===== src/common/sem_pkg.sv =====
// Purpose: shared constants and types for the serial engine map and status block
// Assumes: 8-bit register port, 16-bit register address
// Notes:   bit positions below are listed separately for each of the two engine registers
package sem_pkg;

    localparam int unsigned ADDR_W = 16;
    localparam int unsigned DATA_W = 8;
    localparam int unsigned EP_W   = 4;
    localparam int unsigned NFILT  = 4;

    localparam logic [ADDR_W-1:0] OFS_ENGINE_STATUS      = 16'h7f93;
    localparam logic [ADDR_W-1:0] OFS_ENGINE_CONTROL_ONE = 16'h7f94;

    localparam logic [DATA_W-1:0] RST_ENGINE_STATUS      = 8'h03;
    localparam logic [DATA_W-1:0] RST_ENGINE_CONTROL_ONE = 8'h00;
    localparam logic [DATA_W-1:0] RDATA_IDLE             = 8'h00;

    // status bit positions
    localparam int unsigned ST_ERR     = 7;
    localparam int unsigned ST_TIMEOUT = 6;
    localparam int unsigned ST_SETUP   = 5;
    localparam int unsigned ST_SOF     = 4;
    localparam int unsigned ST_PRE     = 3;
    localparam int unsigned ST_ACK     = 2;
    localparam int unsigned ST_BUSRST  = 1;
    localparam int unsigned ST_TEND    = 0;

    // control bit positions
    localparam int unsigned CT_DMA_INHIBIT = 7;
    localparam int unsigned CT_RX_ACCEPT   = 6;
    localparam int unsigned CT_TX_LAST     = 5;
    localparam int unsigned CT_RX_OVERFLOW = 4;
    localparam int unsigned CT_STUFF_ERR   = 3;
    localparam int unsigned CT_TEND        = 2;
    localparam int unsigned CT_RX_TAG      = 1;
    localparam int unsigned CT_TX_OK       = 0;

    // writable control bits 7:2
    localparam logic [DATA_W-1:0] CT_WR_MASK = 8'hfc;

    // filter index: 0 primary address, 1..3 alternate filters
    localparam logic [1:0] FILT_PRIMARY = 2'h0;
    localparam logic [1:0] FILT_ALT1    = 2'h1;
    localparam logic [1:0] FILT_ALT2    = 2'h2;
    localparam logic [1:0] FILT_ALT3    = 2'h3;

    typedef enum logic [1:0] {
        SEM_PID_OUT   = 2'b00,
        SEM_PID_IN    = 2'b01,
        SEM_PID_SETUP = 2'b10,
        SEM_PID_SOF   = 2'b11
    } sem_pid_t;

    // token seen by the engine, with address-filter hits
    typedef struct packed {
        logic             valid;
        sem_pid_t         kind;
        logic [EP_W-1:0]  wire_ep;
        logic [NFILT-1:0] hit;
    } sem_token_t;

    // transaction outcome, all one-cycle pulses except bus_se0
    typedef struct packed {
        logic start;
        logic done;
        logic error;
        logic timeout;
        logic pre_seen;
        logic bus_se0;
        logic sys_reset;
    } sem_event_t;

endpackage : sem_pkg


===== src/core/sem_engine_map_status.sv =====
// Purpose: endpoint translation, engine status and engine control one register
// Assumes: all engine inputs synchronous to clk; token fields stable with valid
// Notes:   register port answers reads one cycle later, never stalls
//
// Contract
// - primary keeps wire endpoint; alternate n gives 4n plus wire endpoint mod 4.
// - alternate three folds wire endpoints 1, 5, 9, 13 to internal 13.
// - status bit 7 flags error of last transaction, read after end flag.
// - status bit 6 flags inter-packet timeout of last transaction, valid at end.
// - status bit 5 shows the received token was a setup token.
// - status bit 4 shows a start-of-frame token, valid while end flag low.
// - status bit 3 sets on valid sync followed by preamble identifier.
// - status bit 2 shows last transaction ended with no error or timeout.
// - status bit 1 set during long bus reset, cleared by system reset.
// - status bit 0 rises at transaction end, falls at transaction start.
// - status register read-only, mirrors engine state, resets to 0x03.
// - control bit 7 inhibits engine dma transfers for microcontroller takeover.
// - control bit 6 forces acknowledge during receive regardless of outcome.
// - control bit 5 marks next transmit fifo byte as final payload byte.
// - control bit 4 raises receive overflow and empties receive fifo.
// - control bit 3 corrupts transmission to cause host bit-stuff error.
// - control bit 2 forces a transaction end condition.
// - control bit 1 reads back live receive tag state.
// - control bit 0 reads back live transmit success state.
// - alternate filter counts only when its enable bit is set.
// - translation also selects the transmit queue for in tokens.
//
// The strobed register port was chosen for this implementation.
`timescale 1ns/1ps

module sem_engine_map_status
    import sem_pkg::*;
(
    input  wire logic                clk,
    input  wire logic                resetn,
    // register port
    input  wire logic [ADDR_W-1:0]   reg_addr,
    input  wire logic [DATA_W-1:0]   reg_wdata,
    input  wire logic                reg_wr,
    input  wire logic                reg_rd,
    output logic      [DATA_W-1:0]   reg_rdata,
    // token and filters
    input  sem_token_t               token,
    input  wire logic [NFILT-1:1]    alt_filter_enable,
    output logic                     ep_valid,
    output logic      [EP_W-1:0]     internal_ep,
    output logic                     endpoint_accept,
    output logic                     tx_queue_pop,
    // engine events and live state
    input  sem_event_t               evt,
    input  wire logic                rx_tag_state,
    input  wire logic                tx_success_state,
    // engine side of the overrides
    input  wire logic                dma_req,
    output logic                     dma_grant,
    input  wire logic                rx_ack_req,
    output logic                     rx_ack_send,
    input  wire logic                tx_fifo_wr,
    output logic                     tx_last_byte,
    output logic                     rx_overflow_event,
    output logic                     rx_fifo_flush,
    output logic                     inject_stuff_error,
    output logic                     inject_transaction_end,
    output logic                     engine_dma_inhibit,
    output logic                     force_rx_accept,
    output logic                     transaction_end
);

    // translate wire endpoint for a filter index
    function automatic logic [EP_W-1:0] map_ep(input logic [1:0] filt,
                                               input logic [EP_W-1:0] wep);
        logic [EP_W-1:0] r;
        r = wep;
        if (filt != FILT_PRIMARY) begin
            r = {filt, wep[1:0]};
        end
        return r;
    endfunction : map_ep

    // register address decode, used by read and write paths
    function automatic logic is_reg(input logic [ADDR_W-1:0] a,
                                    input logic [ADDR_W-1:0] ofs);
        return a == ofs;
    endfunction : is_reg

    logic [DATA_W-1:0] status_r;
    logic [DATA_W-1:0] ctrl_r;
    logic [DATA_W-1:0] ctrl_nxt;
    logic [DATA_W-1:0] rdata_r;
    logic [EP_W-1:0]   ep_r;
    logic              ep_valid_r;
    logic              accept_r;
    logic              pop_r;
    logic              ovf_prev_r;
    logic [1:0]        filt_sel;
    logic              filt_hit;
    logic              forced_end;
    logic              end_event;
    logic              wr_ctrl;
    logic              wr_status_ignored;

    assign wr_ctrl           = reg_wr && is_reg(reg_addr, OFS_ENGINE_CONTROL_ONE);
    assign wr_status_ignored = reg_wr && is_reg(reg_addr, OFS_ENGINE_STATUS);

    // filter select: primary first, then enabled alternates in order
    always_comb begin
        filt_sel = FILT_PRIMARY;
        filt_hit = 1'b0;
        if (token.hit[FILT_PRIMARY]) begin
            filt_sel = FILT_PRIMARY;
            filt_hit = 1'b1;
        end else if (token.hit[FILT_ALT1] && alt_filter_enable[FILT_ALT1]) begin
            filt_sel = FILT_ALT1;
            filt_hit = 1'b1;
        end else if (token.hit[FILT_ALT2] && alt_filter_enable[FILT_ALT2]) begin
            filt_sel = FILT_ALT2;
            filt_hit = 1'b1;
        end else if (token.hit[FILT_ALT3] && alt_filter_enable[FILT_ALT3]) begin
            filt_sel = FILT_ALT3;
            filt_hit = 1'b1;
        end
    end

    // endpoint translation, captured once per token
    always_ff @(posedge clk or negedge resetn) begin
        if (!resetn) begin
            ep_r       <= '0;
            ep_valid_r <= 1'b0;
            accept_r   <= 1'b0;
            pop_r      <= 1'b0;
        end else begin
            ep_valid_r <= token.valid;
            accept_r   <= token.valid && filt_hit;
            // sof carries no endpoint, so it never pops a queue
            pop_r      <= token.valid && filt_hit && (token.kind == SEM_PID_IN);
            if (token.valid) begin
                ep_r <= map_ep(filt_sel, token.wire_ep);
            end
        end
    end

    assign ep_valid        = ep_valid_r;
    assign internal_ep     = ep_r;
    assign endpoint_accept = accept_r;
    assign tx_queue_pop    = pop_r;

    // control register, bits 1:0 are not stored
    always_comb begin
        ctrl_nxt = ctrl_r;
        // one-shot: the flagged byte consumes the last-byte request
        if (tx_fifo_wr) begin
            ctrl_nxt[CT_TX_LAST] = 1'b0;
        end
        // a fresh write wins over the consume in the same cycle
        if (wr_ctrl) begin
            ctrl_nxt = reg_wdata & CT_WR_MASK;
        end
    end

    always_ff @(posedge clk or negedge resetn) begin
        if (!resetn) begin
            ctrl_r <= RST_ENGINE_CONTROL_ONE;
        end else begin
            ctrl_r <= ctrl_nxt;
        end
    end

    always_ff @(posedge clk or negedge resetn) begin
        if (!resetn) begin
            ovf_prev_r <= 1'b0;
        end else begin
            ovf_prev_r <= ctrl_r[CT_RX_OVERFLOW];
        end
    end

    assign engine_dma_inhibit     = ctrl_r[CT_DMA_INHIBIT];
    assign dma_grant              = dma_req && !ctrl_r[CT_DMA_INHIBIT];
    assign force_rx_accept        = ctrl_r[CT_RX_ACCEPT];
    assign rx_ack_send            = rx_ack_req || ctrl_r[CT_RX_ACCEPT];
    assign tx_last_byte           = tx_fifo_wr && ctrl_r[CT_TX_LAST];
    assign rx_overflow_event      = ctrl_r[CT_RX_OVERFLOW] && !ovf_prev_r;
    assign rx_fifo_flush          = ctrl_r[CT_RX_OVERFLOW];
    assign inject_stuff_error     = ctrl_r[CT_STUFF_ERR];
    assign inject_transaction_end = ctrl_r[CT_TEND];
    assign forced_end             = ctrl_r[CT_TEND];
    assign end_event              = evt.done || forced_end;

    // outcome bits, latched at the end of each transaction
    always_ff @(posedge clk or negedge resetn) begin
        if (!resetn) begin
            status_r[ST_ERR]     <= RST_ENGINE_STATUS[ST_ERR];
            status_r[ST_TIMEOUT] <= RST_ENGINE_STATUS[ST_TIMEOUT];
            status_r[ST_ACK]     <= RST_ENGINE_STATUS[ST_ACK];
        end else if (end_event) begin
            status_r[ST_ERR]     <= evt.error;
            status_r[ST_TIMEOUT] <= evt.timeout;
            status_r[ST_ACK]     <= !evt.error && !evt.timeout;
        end
    end

    // token kind bits follow each valid token, whether or not a filter accepts it
    always_ff @(posedge clk or negedge resetn) begin
        if (!resetn) begin
            status_r[ST_SETUP] <= RST_ENGINE_STATUS[ST_SETUP];
            status_r[ST_SOF]   <= RST_ENGINE_STATUS[ST_SOF];
        end else if (token.valid) begin
            status_r[ST_SETUP] <= token.kind == SEM_PID_SETUP;
            status_r[ST_SOF]   <= token.kind == SEM_PID_SOF;
        end
    end

    // preamble flag: held until the next transaction starts, set wins
    always_ff @(posedge clk or negedge resetn) begin
        if (!resetn) begin
            status_r[ST_PRE] <= RST_ENGINE_STATUS[ST_PRE];
        end else if (evt.pre_seen) begin
            status_r[ST_PRE] <= 1'b1;
        end else if (evt.start) begin
            status_r[ST_PRE] <= 1'b0;
        end
    end

    // bus reset flag: set while se0 lasts, cleared by system reset, set wins
    always_ff @(posedge clk or negedge resetn) begin
        if (!resetn) begin
            status_r[ST_BUSRST] <= RST_ENGINE_STATUS[ST_BUSRST];
        end else if (evt.bus_se0) begin
            status_r[ST_BUSRST] <= 1'b1;
        end else if (evt.sys_reset) begin
            status_r[ST_BUSRST] <= 1'b0;
        end
    end

    // end flag: rises at end, falls at start, end wins on a tie
    always_ff @(posedge clk or negedge resetn) begin
        if (!resetn) begin
            status_r[ST_TEND] <= RST_ENGINE_STATUS[ST_TEND];
        end else if (end_event) begin
            status_r[ST_TEND] <= 1'b1;
        end else if (evt.start) begin
            status_r[ST_TEND] <= 1'b0;
        end
    end

    assign transaction_end = status_r[ST_TEND];

    // read path: data stands in the cycle after the strobe only
    always_ff @(posedge clk or negedge resetn) begin
        if (!resetn) begin
            rdata_r <= RDATA_IDLE;
        end else if (reg_rd && is_reg(reg_addr, OFS_ENGINE_STATUS)) begin
            rdata_r <= status_r;
        end else if (reg_rd && is_reg(reg_addr, OFS_ENGINE_CONTROL_ONE)) begin
            rdata_r <= {ctrl_r[DATA_W-1:CT_TEND], rx_tag_state, tx_success_state};
        end else begin
            rdata_r <= RDATA_IDLE;
        end
    end

    assign reg_rdata = rdata_r;

    // assertions; status writes are only watched here, they never reach status_r

    // single hit only: with overlapping filters the priority order picks another group
    a_alt_fold_map: assert property (@(posedge clk) disable iff (!resetn)
        token.valid && token.hit == (4'h1 << FILT_ALT3) && alt_filter_enable[FILT_ALT3]
        |=> internal_ep == {FILT_ALT3, $past(token.wire_ep[1:0])} && endpoint_accept)
        else $error("alternate three fold wrong");

    a_alt_one_map: assert property (@(posedge clk) disable iff (!resetn)
        token.valid && token.hit == (4'h1 << FILT_ALT1) && alt_filter_enable[FILT_ALT1]
        |=> internal_ep == {FILT_ALT1, $past(token.wire_ep[1:0])} && endpoint_accept)
        else $error("alternate one map wrong");

    a_primary_map: assert property (@(posedge clk) disable iff (!resetn)
        token.valid && token.hit[FILT_PRIMARY]
        |=> internal_ep == $past(token.wire_ep))
        else $error("primary endpoint changed");

    a_filter_disabled: assert property (@(posedge clk) disable iff (!resetn)
        token.valid && token.hit == (4'h1 << FILT_ALT2) && !alt_filter_enable[FILT_ALT2]
        |=> !endpoint_accept && !tx_queue_pop)
        else $error("disabled filter accepted");

    a_in_pop: assert property (@(posedge clk) disable iff (!resetn)
        token.valid && token.kind == SEM_PID_IN && token.hit[FILT_PRIMARY]
        |=> tx_queue_pop && ep_valid)
        else $error("in token did not pop queue");

    a_end_outcome: assert property (@(posedge clk) disable iff (!resetn)
        evt.done
        |=> status_r[ST_TEND] && status_r[ST_ERR] == $past(evt.error)
            && status_r[ST_TIMEOUT] == $past(evt.timeout)
            && status_r[ST_ACK] == !($past(evt.error) || $past(evt.timeout)))
        else $error("outcome bits wrong at end");

    a_start_clears: assert property (@(posedge clk) disable iff (!resetn)
        evt.start && !evt.done && !ctrl_r[CT_TEND] |=> !transaction_end)
        else $error("end flag not cleared at start");

    a_token_kind: assert property (@(posedge clk) disable iff (!resetn)
        token.valid |=> status_r[ST_SETUP] == ($past(token.kind) == SEM_PID_SETUP)
            && status_r[ST_SOF] == ($past(token.kind) == SEM_PID_SOF))
        else $error("token kind bits wrong");

    a_pre_set: assert property (@(posedge clk) disable iff (!resetn)
        evt.pre_seen |=> status_r[ST_PRE])
        else $error("preamble flag not set");

    a_pre_held: assert property (@(posedge clk) disable iff (!resetn)
        evt.pre_seen ##1 !evt.start[*2] |-> status_r[ST_PRE])
        else $error("preamble flag lost");

    a_busrst_clear: assert property (@(posedge clk) disable iff (!resetn)
        evt.sys_reset && !evt.bus_se0 |=> !status_r[ST_BUSRST])
        else $error("bus reset flag not cleared");

    a_busrst_set: assert property (@(posedge clk) disable iff (!resetn)
        evt.bus_se0 |=> status_r[ST_BUSRST])
        else $error("bus reset flag not set");

    a_status_read: assert property (@(posedge clk) disable iff (!resetn)
        reg_rd && reg_addr == OFS_ENGINE_STATUS |=> reg_rdata == $past(status_r))
        else $error("status read mismatch");

    a_status_ro: assert property (@(posedge clk) disable iff (!resetn)
        wr_status_ignored && !token.valid && !end_event && !evt.start
            && !evt.pre_seen && !evt.bus_se0 && !evt.sys_reset
        |=> $stable(status_r))
        else $error("status changed by write");

    a_rdata_idle: assert property (@(posedge clk) disable iff (!resetn)
        !reg_rd |=> reg_rdata == RDATA_IDLE)
        else $error("read data outside read slot");

    a_unmapped_read: assert property (@(posedge clk) disable iff (!resetn)
        reg_rd && reg_addr != OFS_ENGINE_STATUS && reg_addr != OFS_ENGINE_CONTROL_ONE
        |=> reg_rdata == RDATA_IDLE)
        else $error("unmapped read not idle");

    a_ctrl_live: assert property (@(posedge clk) disable iff (!resetn)
        reg_rd && reg_addr == OFS_ENGINE_CONTROL_ONE
        |=> reg_rdata[CT_RX_TAG] == $past(rx_tag_state)
            && reg_rdata[CT_TX_OK] == $past(tx_success_state))
        else $error("live control bits wrong");

    a_ctrl_write: assert property (@(posedge clk) disable iff (!resetn)
        wr_ctrl |=> engine_dma_inhibit == $past(reg_wdata[CT_DMA_INHIBIT])
            && force_rx_accept == $past(reg_wdata[CT_RX_ACCEPT]))
        else $error("control write not applied");

    a_dma_inhibit: assert property (@(posedge clk) disable iff (!resetn)
        wr_ctrl && reg_wdata[CT_DMA_INHIBIT] ##1 dma_req |-> !dma_grant)
        else $error("dma granted while inhibited");

    a_force_ack: assert property (@(posedge clk) disable iff (!resetn)
        ctrl_r[CT_RX_ACCEPT] |-> rx_ack_send)
        else $error("forced ack missing");

    a_last_byte_once: assert property (@(posedge clk) disable iff (!resetn)
        tx_last_byte && !wr_ctrl ##1 tx_fifo_wr && !wr_ctrl |-> !tx_last_byte)
        else $error("last byte flagged twice");

    a_overflow_pulse: assert property (@(posedge clk) disable iff (!resetn)
        wr_ctrl && reg_wdata[CT_RX_OVERFLOW] && !ctrl_r[CT_RX_OVERFLOW]
        |=> rx_overflow_event && rx_fifo_flush)
        else $error("overflow not raised");

    a_overflow_once: assert property (@(posedge clk) disable iff (!resetn)
        rx_overflow_event |=> !rx_overflow_event)
        else $error("overflow event longer than one cycle");

    a_stuff_err: assert property (@(posedge clk) disable iff (!resetn)
        wr_ctrl |=> inject_stuff_error == $past(reg_wdata[CT_STUFF_ERR]))
        else $error("stuff error control wrong");

    a_forced_end: assert property (@(posedge clk) disable iff (!resetn)
        ctrl_r[CT_TEND] |=> transaction_end)
        else $error("forced end not seen");

endmodule : sem_engine_map_status


===== config.mk =====
export PLATFORM = sky130hd
export DESIGN_NAME = sem_engine_map_status
export DESIGN_NICKNAME = d
export VERILOG_FILES = /design/src/common/sem_pkg.sv /design/src/core/sem_engine_map_status.sv
export SDC_FILE = /design/constraint.sdc
export NUM_CORES = 1
export LEC_CHECK = 0
export BUFFER_PORTS_ARGS = -buffer_cell sky130_fd_sc_hd__buf_4
export CAP_MARGIN = 10
export CORE_MARGIN = 2
export CORE_UTILIZATION = 38
export CTS_CLUSTER_DIAMETER = 50
export DETAILED_ROUTE_END_ITERATION = 10
export MAX_ROUTING_LAYER = met4
export PLACE_DENSITY = 0.86
export RECOVER_POWER = 25
export SYNTH_ARGS = -nofsm -noshare
export SYNTH_HDL_FRONTEND = slang
export SYNTH_SLANG_ARGS = --single-unit

===== constraint.sdc =====
create_clock -name clk -period 1.05 [get_ports clk]
set_input_delay 0.21 -clock clk [delete_from_list [all_inputs] [get_ports clk]]
set_output_delay 0.21 -clock clk [all_outputs]
set_load 0.05 [all_outputs]

After elaboration in Yosys (flattened, before gate mapping):

Index checks and enable logic that the tools add are counted.
Widths: inputs -> output; s select.

* bits in registers: 30
* bits of input ports: 54
* word-level logic and storage cells: 60

* eq/ne operators: 5
* multiplexer cells: 18
* reductions and logical operators: 23

Operator list (number)
* $eq 16x15->1 const B: 2
* $mux 8: 2
* $logic_and 1x1->1: 12
* $mux 1: 10
* $reduce_bool 2->1: 5
* $mux 2: 4
* $mux 6: 1
* $eq 2x2->1 const B: 2
* $logic_not 1->1: 4
* $mux 4: 1
* $eq 2x1->1 const B: 1
* $logic_or 1x1->1: 2

Longest topological paths before layout:

Gate-level depths: netlist of the first run.

* depth in word-level cells: 7
* mapped depth: 4
* depth with buffers taken out: 4

Worst setup path before layout of the first run:

Ideal clock, no wire load.

* kind: reg2out
* start: reg ctrl_r[4]
* end: out rx_overflow_event
* arrival time: 1.430 ns
* data required time: 0.840 ns
* slack: -0.590 ns
* stages on the path, launching flop included: 2
* buffers on the path: 0
* cells stage by stage: dfrtp_1 > nor2b_1

* cells in the longest elaborated chain, start to end: 1

Ends and longest elaborated chain
* from (decl): RTL line sem_engine_map_status.sv:87 `logic [DATA_W-1:0] ctrl_r;`
* from (signal assigned): RTL line sem_engine_map_status.sv:164 `ctrl_r <= ctrl_nxt;`
* $logic_and 1x1->1: RTL line sem_engine_map_status.sv:181 `assign rx_overflow_event = ctrl_r[CT_RX_OVERFLOW] && !ovf_prev_r;`
* to (decl): RTL line sem_engine_map_status.sv:60 `output logic rx_overflow_event,`

Every way passes these cells.

Worst setup path in the final report of the first run:

Same ends and word-level chain as after synthesis.

==> impl_summary.log, run 1 <==
[metrics] #FFs+latches synth: 30
[metrics] number of maximum-capacitance violations: 0
[metrics] leakage power summed over all cells: 1.188 nW
[metrics] Layout Cells excl Fill: 254
[metrics] commonest cells after routing, fill and taps aside: sky130_fd_sc_hd__buf_4, sky130_fd_sc_hd__buf_6, sky130_fd_sc_hd__dfrtp_1
[metrics] Worst Path Arrival: 1.10 ns
[metrics] layout-stage area growth over the synthesis result: 88.24%
[metrics] standard cell core area: 0.003284 sq mm
[metrics] class of the tightest hold or removal check: input port to flip-flop
[metrics] Avg Cell Area, Syn: 12.62 sq um
[metrics] die height: 62.21 um
[metrics] Mapped Nets: 156
[metrics] largest net degree at the start of global routing: 31
[metrics] launching element of the worst setup path: ctrl_r[4]
[metrics] CP Capture Type: output port
[metrics] Worst Hold Margin: 0.05519 ns
[metrics] final antenna-violating net count: 0
[metrics] area taken by flip-flops and latches: 754.5 sq um
[metrics] Register-to-Register Setup Slack: -0.18 ns
[metrics] peak supply drop: 740.2 uV
[metrics] number of instances in the placed design: 232
[metrics] DRC Markers: 0
[metrics] TritonCTS clock tree: done
[metrics] Req. time, crit path: 0.84 ns
[metrics] number of slew-limit violations in the final report: 0
[metrics] area of the multi-input gates: 614.3 sq um
[metrics] layout net count: 260
[metrics] first-pass GRT wire length: 7748 um
[metrics] worst flop-to-flop path startpoint: ctrl_r[2]
[metrics] EDFF count, synth: 0
[metrics] WS Path Type: flip-flop to output port
[metrics] I/O pin count: 79
[metrics] outcome: finished with violations
[metrics] Final Cycle Share: 1.249
[metrics] worst slew slack as a fraction of its limit: 0.5466
[metrics] startpoint class of the critical path: flip-flop
[metrics] global-route congestion overflow total: 0
[metrics] cell depth of the worst min-delay path: 2
[metrics] Main synth FF type: sky130_fd_sc_hd__dfrtp_1
[metrics] reg-to-reg endpoint: status_r[6]
[metrics] crit-path max FO: 3
[metrics] initial antenna violation count: 1
[metrics] clk_lat worst skew: 0.34 ns
[metrics] via-per-instance ratio: 5.370
[metrics] P per Cell Area: 1105 mW/mm^2
[metrics] Total Power: 2.677 mW
[metrics] Total Wirelength: 5556 um
[metrics] RSZ-0062 raised after global routing: true
[metrics] vias after detailed routing: 1364
[metrics] achievable frequency: 762.4 MHz
[metrics] clock sink count: 30
[metrics] WHS Endpoint: status_r[3]
[metrics] Max Clock Skew: 0.02630 ns
[metrics] site row count: 21
[metrics] Slew @ Worst Pin: 0.6801 ns
[metrics] worst-case reg-to-reg path depth: 3
[metrics] half-perimeter wire length after placement: 2675 um
[metrics] fraction of the yosys area taken by sequential cells: 0.5850
[metrics] Synth cell types: 30
[metrics] ratio of cells with drive above 1 in the final layout: 0.6570
[metrics] fill cell count: 199
[metrics] final setup fails: 42
[metrics] startpoint of the lowest-slack hold path: evt[2]
[metrics] first-pass iteration count of the detailed router: 4
[metrics] total die area: 0.003869 sq mm
[metrics] WL/cell: 21.87 um
[metrics] total clock buffers created by CTS: 5
[metrics] drt first-iter violations: 92
[metrics] setup slack after layout: -0.2617 ns
[metrics] final hold viol count: 0
[metrics] placement-stage worst setup slack: -0.4854 ns
[metrics] # port buffers: 76
[metrics] global routing usage summed across all routing layers: 0.2787
[metrics] final design area excluding fillers: 0.002424 sq mm
[metrics] depth of the CTS H-tree: 2
[metrics] core utilization of the finished layout: 0.7379
[metrics] width of the chip: 62.21 um
[metrics] maximum count of clock buffers along a single path: 2
[metrics] Post-Place Cell Area: 0.001999 sq mm
[metrics] total of warnings raised by yosys: 0
[metrics] most common cell after layout, fill and taps aside: sky130_fd_sc_hd__buf_4
[metrics] clock root buffer: sky130_fd_sc_hd__clkbuf_4
[metrics] share of flip-flops with an asynchronous set or reset: 1.000
[metrics] via count of the first global-routing pass: 1395
[metrics] post-synthesis instance area: 0.001287 sq mm
[metrics] failing checks: negative setup slack
[metrics] CTS clock-pin slew for the worst setup and hold paths: 0.12 ns
[metrics] final-layout setup total negative slack: -4.353 ns
[metrics] minimum clock period: 1.312 ns
[metrics] final weighted congestion of routability-driven global placement: 0.8024
[metrics] initial core utilization: 0.3920
[metrics] gate count of the mapped netlist: 102
-- worst max-delay path: stages (launching register included) --
cell	delay, ns
sky130_fd_sc_hd__dfrtp_1	0.44
sky130_fd_sc_hd__nor2b_4	0.17
sky130_fd_sc_hd__buf_6	0.16
-- power by group --
| part | total (mW) | switching [mW] | internal [mW] |
|---|---|---|---|
| sequential | 1.25 | 0.0393 | 1.21 |
| clock | 0.904 | 0.446 | 0.458 |
| combinational | 0.527 | 0.264 | 0.264 |
| total | 2.68 | 0.749 | 1.93 |
-- kinds of logic (layout without fill, tap and decap cells) --
| family | after synthesis | after routing | share of synthesized area |
|---|---|---|---|
| AND/OR/NAND/NOR | 32 | 32 | 0.1866 |
| AO/OA/AOI/OAI | 22 | 22 | 0.1176 |
| multiplexers | 10 | 10 | 0.08747 |
| other | 0 | 1 | 0 |
| buffers and inverters | 8 | 113 | 0.02332 |
| flip-flops | 30 | 30 | 0.5850 |
-- per-layer routing --
layer | global-route usage | vias to the layer above | part of all wire
li1 | - | 574 | -
met1 | 0.2827 | 645 | 0.34
met2 | 0.4592 | 113 | 0.47
met3 | 0.1105 | 32 | 0.12
met4 | 0.1583 | 0 | 0.065
met5 | - | - | 0
-- cell usage after synthesis (2+ instances only) --
cell type	instances	area [sq um]
sky130_fd_sc_hd__dfrtp_1	28	700.7
sky130_fd_sc_hd__nand3_1	2	10.01
sky130_fd_sc_hd__nor2_1	12	45.04
sky130_fd_sc_hd__a21oi_1	2	10.01
sky130_fd_sc_hd__inv_1	7	26.28
sky130_fd_sc_hd__dfstp_2	2	52.55
sky130_fd_sc_hd__nand2_1	3	11.26
sky130_fd_sc_hd__mux2_2	10	112.6
sky130_fd_sc_hd__a22oi_1	9	67.56
sky130_fd_sc_hd__nor2b_1	3	18.77
sky130_fd_sc_hd__a21o_1	2	15.01
sky130_fd_sc_hd__o21ai_0	4	20.02
-- layout make-up --
| cell class | count | area share |
|---|---|---|
| clock buffers | 8 | 0.03252 |
| inverters | 7 | 0.01084 |
| multi-input cells | 64 | 0.2535 |
| well taps | 46 | 0.02375 |
| diodes | 1 | 0.001033 |
| repair buffers | 98 | 0.3671 |
| flip-flops and latches | 30 | 0.3113 |
-- sequential cells by signal, indices dropped and copies added, names as in the netlist --
register         flops
ctrl_r               6
endpoint_accept      1
status_r             7
tx_queue_pop         1
transaction_end      1
ovf_prev_r           1
internal_ep          4
reg_rdata            8
ep_valid             1
-- timing repair --
action | in CTS | in global routing
hold endpoints to repair | 28 | 1
buffers inserted | 9 | 3
resized for setup | 49 | 16
hold buffers | 1 | 1
setup endpoints to repair | 39 | 42
pin swaps | 7 | 13
-- how the worst max path moves through the flow --
stage	end	slack (ns)	cells after the start
2_1_floorplan	ctrl_r[2]	-0.33	3
3_3_place_gp	ctrl_r[6]	-0.47	5
3_5_place_dp	ctrl_r[5]	-0.49	5
4_1_cts	rx_ack_send	-0.28	2
5_1_grt	rx_ack_send	-0.31	2
6_report	rx_overflow_event	-0.26	2
No activity file was read; power rests on OpenSTA's default activity.
==> run 2: changes to the inputs <==
--- a/config.mk
+++ b/config.mk
@@ -7,8 +7,10 @@
 export LEC_CHECK = 0
 export BUFFER_PORTS_ARGS = -buffer_cell sky130_fd_sc_hd__buf_4
 export CAP_MARGIN = 10
+export CORE_ASPECT_RATIO = 0.8
 export CORE_MARGIN = 2
-export CORE_UTILIZATION = 38
+export CORE_UTILIZATION = 40
+export CTS_BUF_LIST = sky130_fd_sc_hd__clkbuf_4
 export CTS_CLUSTER_DIAMETER = 50
 export DETAILED_ROUTE_END_ITERATION = 10
 export MAX_ROUTING_LAYER = met4
==> constraint.sdc (replaced) <==
create_clock -name clk -period 1.58 [get_ports clk]
set_input_delay 0.316 -clock clk [delete_from_list [all_inputs] [get_ports clk]]
set_output_delay 0.316 -clock clk [all_outputs]
set_load 0.05 [all_outputs]
==> run 2 against run 1 <==
The run now ends clean. Clock power fell by 53%. Clock-buffer cell count fell by 2. Combinational power fell by 45%. Cell count fell by 8.7%. Setup slack improved by 0.32 ns.
==> impl_summary.log, run 2 (synthesized netlist as in run 1, its figures left out) <==
[metrics] outcome: finished, final reports clean
[metrics] number of flip-flops in the largest register: 8
[metrics] Total Wirelength: 3161 um
[metrics] class of the tightest hold or removal check: input port to flip-flop
[metrics] layout net count: 245
[metrics] maximum count of clock buffers along a single path: 2
[metrics] I/O pin count: 79
[metrics] CTS clock-pin slew for the worst setup and hold paths: 0.09 ns
[metrics] global routing usage summed across all routing layers: 0.1865
[metrics] final weighted congestion of routability-driven global placement: 0.7188
[metrics] leakage power summed over all cells: 1.030 nW
[metrics] n_diodes: 0
[metrics] cell depth of the worst min-delay path: 2
[metrics] depth of the CTS H-tree: 2
[metrics] CP cell instances: or2_2 -> buf_4
[metrics] CP max stage delay: 0.40 ns
[metrics] switching share of power: 0.2676
[metrics] Worst Path Arrival: 1.21 ns
[metrics] core utilization of the finished layout: 0.6561
[metrics] final antenna-violating net count: 0
[metrics] final hold viol count: 0
[metrics] # port buffers: 76
[metrics] master of the slowest instance on the critical path: sky130_fd_sc_hd__dfrtp_1
[metrics] largest net degree at the start of global routing: 31
[metrics] commonest cells after routing, fill and taps aside: sky130_fd_sc_hd__buf_4, sky130_fd_sc_hd__dfrtp_1, sky130_fd_sc_hd__nor2_1
[metrics] total clock buffers created by CTS: 5
[metrics] TritonCTS clock tree: done
[metrics] worst flop-to-flop path startpoint: ctrl_r[2]
[metrics] startpoint of the lowest-slack hold path: evt[6]
[metrics] switching power: 0.4107 mW
[metrics] first-pass iteration count of the detailed router: 4
[metrics] peak supply drop: 614.2 uV
[metrics] global-route congestion overflow total: 0
[metrics] minimum clock period: 1.524 ns
[metrics] end of the critical path: rx_ack_send
[metrics] DRC Markers: 0
[metrics] clock share of power: 0.278
[metrics] half-perimeter wire length after placement: 2537 um
[metrics] clk_lat worst skew: 0.33 ns
[metrics] clock root buffer: sky130_fd_sc_hd__clkbuf_4
[metrics] most common cell after layout, fill and taps aside: sky130_fd_sc_hd__buf_4
[metrics] layout-stage area growth over the synthesis result: 57.24%
[metrics] via count of the first global-routing pass: 1060
[metrics] width of the chip: 67.43 um
[metrics] Int Pwr: 1.124 mW
[metrics] Gate power share: 0.189
[metrics] total die area: 0.003691 sq mm
[metrics] WL/cell: 13.63 um
[metrics] number of maximum-capacitance violations: 0
[metrics] crit path buf inv count: 1
[metrics] number of slew-limit violations in the final report: 0
[metrics] reg-to-reg endpoint: status_r[7]
[metrics] final setup fails: 0
[metrics] Slew @ Worst Pin: 0.6876 ns
[metrics] clock sink count: 30
[metrics] cell class contributing the biggest share of worst-path delay: flip-flops
[metrics] fill cell count: 241
[metrics] achievable frequency: 656.2 MHz
[metrics] P per Cell Area: 757.9 mW/mm^2
[metrics] crit-path max FO: 3
[metrics] Max Clock Skew: 0.004871 ns
[metrics] initial core utilization: 0.4173
[metrics] worst-case reg-to-reg path depth: 2
[metrics] Worst Hold Margin: 0.1273 ns
[metrics] first-pass GRT wire length: 4588 um
[metrics] launching element of the worst setup path: ctrl_r[6]
[metrics] worst slew slack as a fraction of its limit: 0.5416
[metrics] final-layout setup total negative slack: 0 ns
[metrics] sequential power share: 0.533
[metrics] number of gates on the worst path with buffers counted: 2
[metrics] site row count: 18
[metrics] RSZ-0062 raised after global routing: false
[metrics] Req. time, crit path: 1.26 ns
[metrics] CP Capture Type: output port
[metrics] initial antenna violation count: 0
[metrics] standard cell core area: 0.003085 sq mm
[metrics] via-per-instance ratio: 4.974
[metrics] startpoint class of the critical path: flip-flop
[metrics] vias after detailed routing: 1154
[metrics] drt first-iter violations: 37
[metrics] WS Path Type: flip-flop to output port
[metrics] Final Cycle Share: 0.9646
[metrics] die height: 54.75 um
[metrics] ratio of cells with drive above 1 in the final layout: 0.5573
[metrics] Register-to-Register Setup Slack: 0.35 ns
## run 2: timing repair
action,4_1_cts,5_1_grt
endpoints found under the setup margin,0,1
hold endpoints to repair,28,0
buffers inserted,0,1
hold buffers,1,0
gates resized for setup,0,0
## run 2: routing by layer
| metal | GRT usage | routed length [um] | up-vias |
|---|---|---|---|
| li1 | - | - | 543 |
| met1 | 0.1910 | 1189 | 552 |
| met2 | 0.3317 | 1690 | 48 |
| met3 | 0.04938 | 195 | 11 |
| met4 | 0.1020 | 86 | 0 |
| met5 | - | 0 | - |
## run 2: through the flow
step | worst slack, ns | std cells | cell area [sq um] | power, mW
2_1_floorplan | 0.03060 | 102 | 1292 | 0.9600
3_3_place_gp | -0.06903 | 222 | 1959 | 1.115
3_5_place_dp | -0.1134 | 222 | 1959 | 1.126
4_1_cts | 0.006666 | 231 | 2023 | 1.552
5_1_grt | 0.006868 | 232 | 2024 | 1.620
6_report | 0.05601 | 232 | 2024 | 1.534
## run 2: how the worst min path moves through the flow
stage / slack, ns / endpoint
CTS: 0.12 / transaction_end
finish: 0.13 / transaction_end
detailed placement: 0.26 / ctrl_r[6]
global placement: 0.25 / ctrl_r[3]
floorplan: 0.02 / ctrl_r[2]
global route: 0.12 / transaction_end
## run 2: power groups by stage
stage / clock network (mW) / logic (mW) / registers [mW]
after detailed placement: 0 / 0.292 / 0.834
after floorplan: 0 / 0.0691 / 0.891
after global routing: 0.487 / 0.310 / 0.823
final: 0.427 / 0.289 / 0.818
after global placement: 0 / 0.284 / 0.831
after CTS: 0.439 / 0.294 / 0.819
## run 2: cell type report
class | instances | area, sq um | share of cell area
Clock buffer | 6 | 45.04 | 0.02225
Clock inverter | 2 | 8.758 | 0.004326
Inverter | 7 | 26.28 | 0.01298
Multi-Input combinational cell | 64 | 509.2 | 0.2515
Sequential cell | 30 | 753.2 | 0.3721
Tap cell | 40 | 50.05 | 0.02472
Timing Repair Buffer | 83 | 631.9 | 0.3121
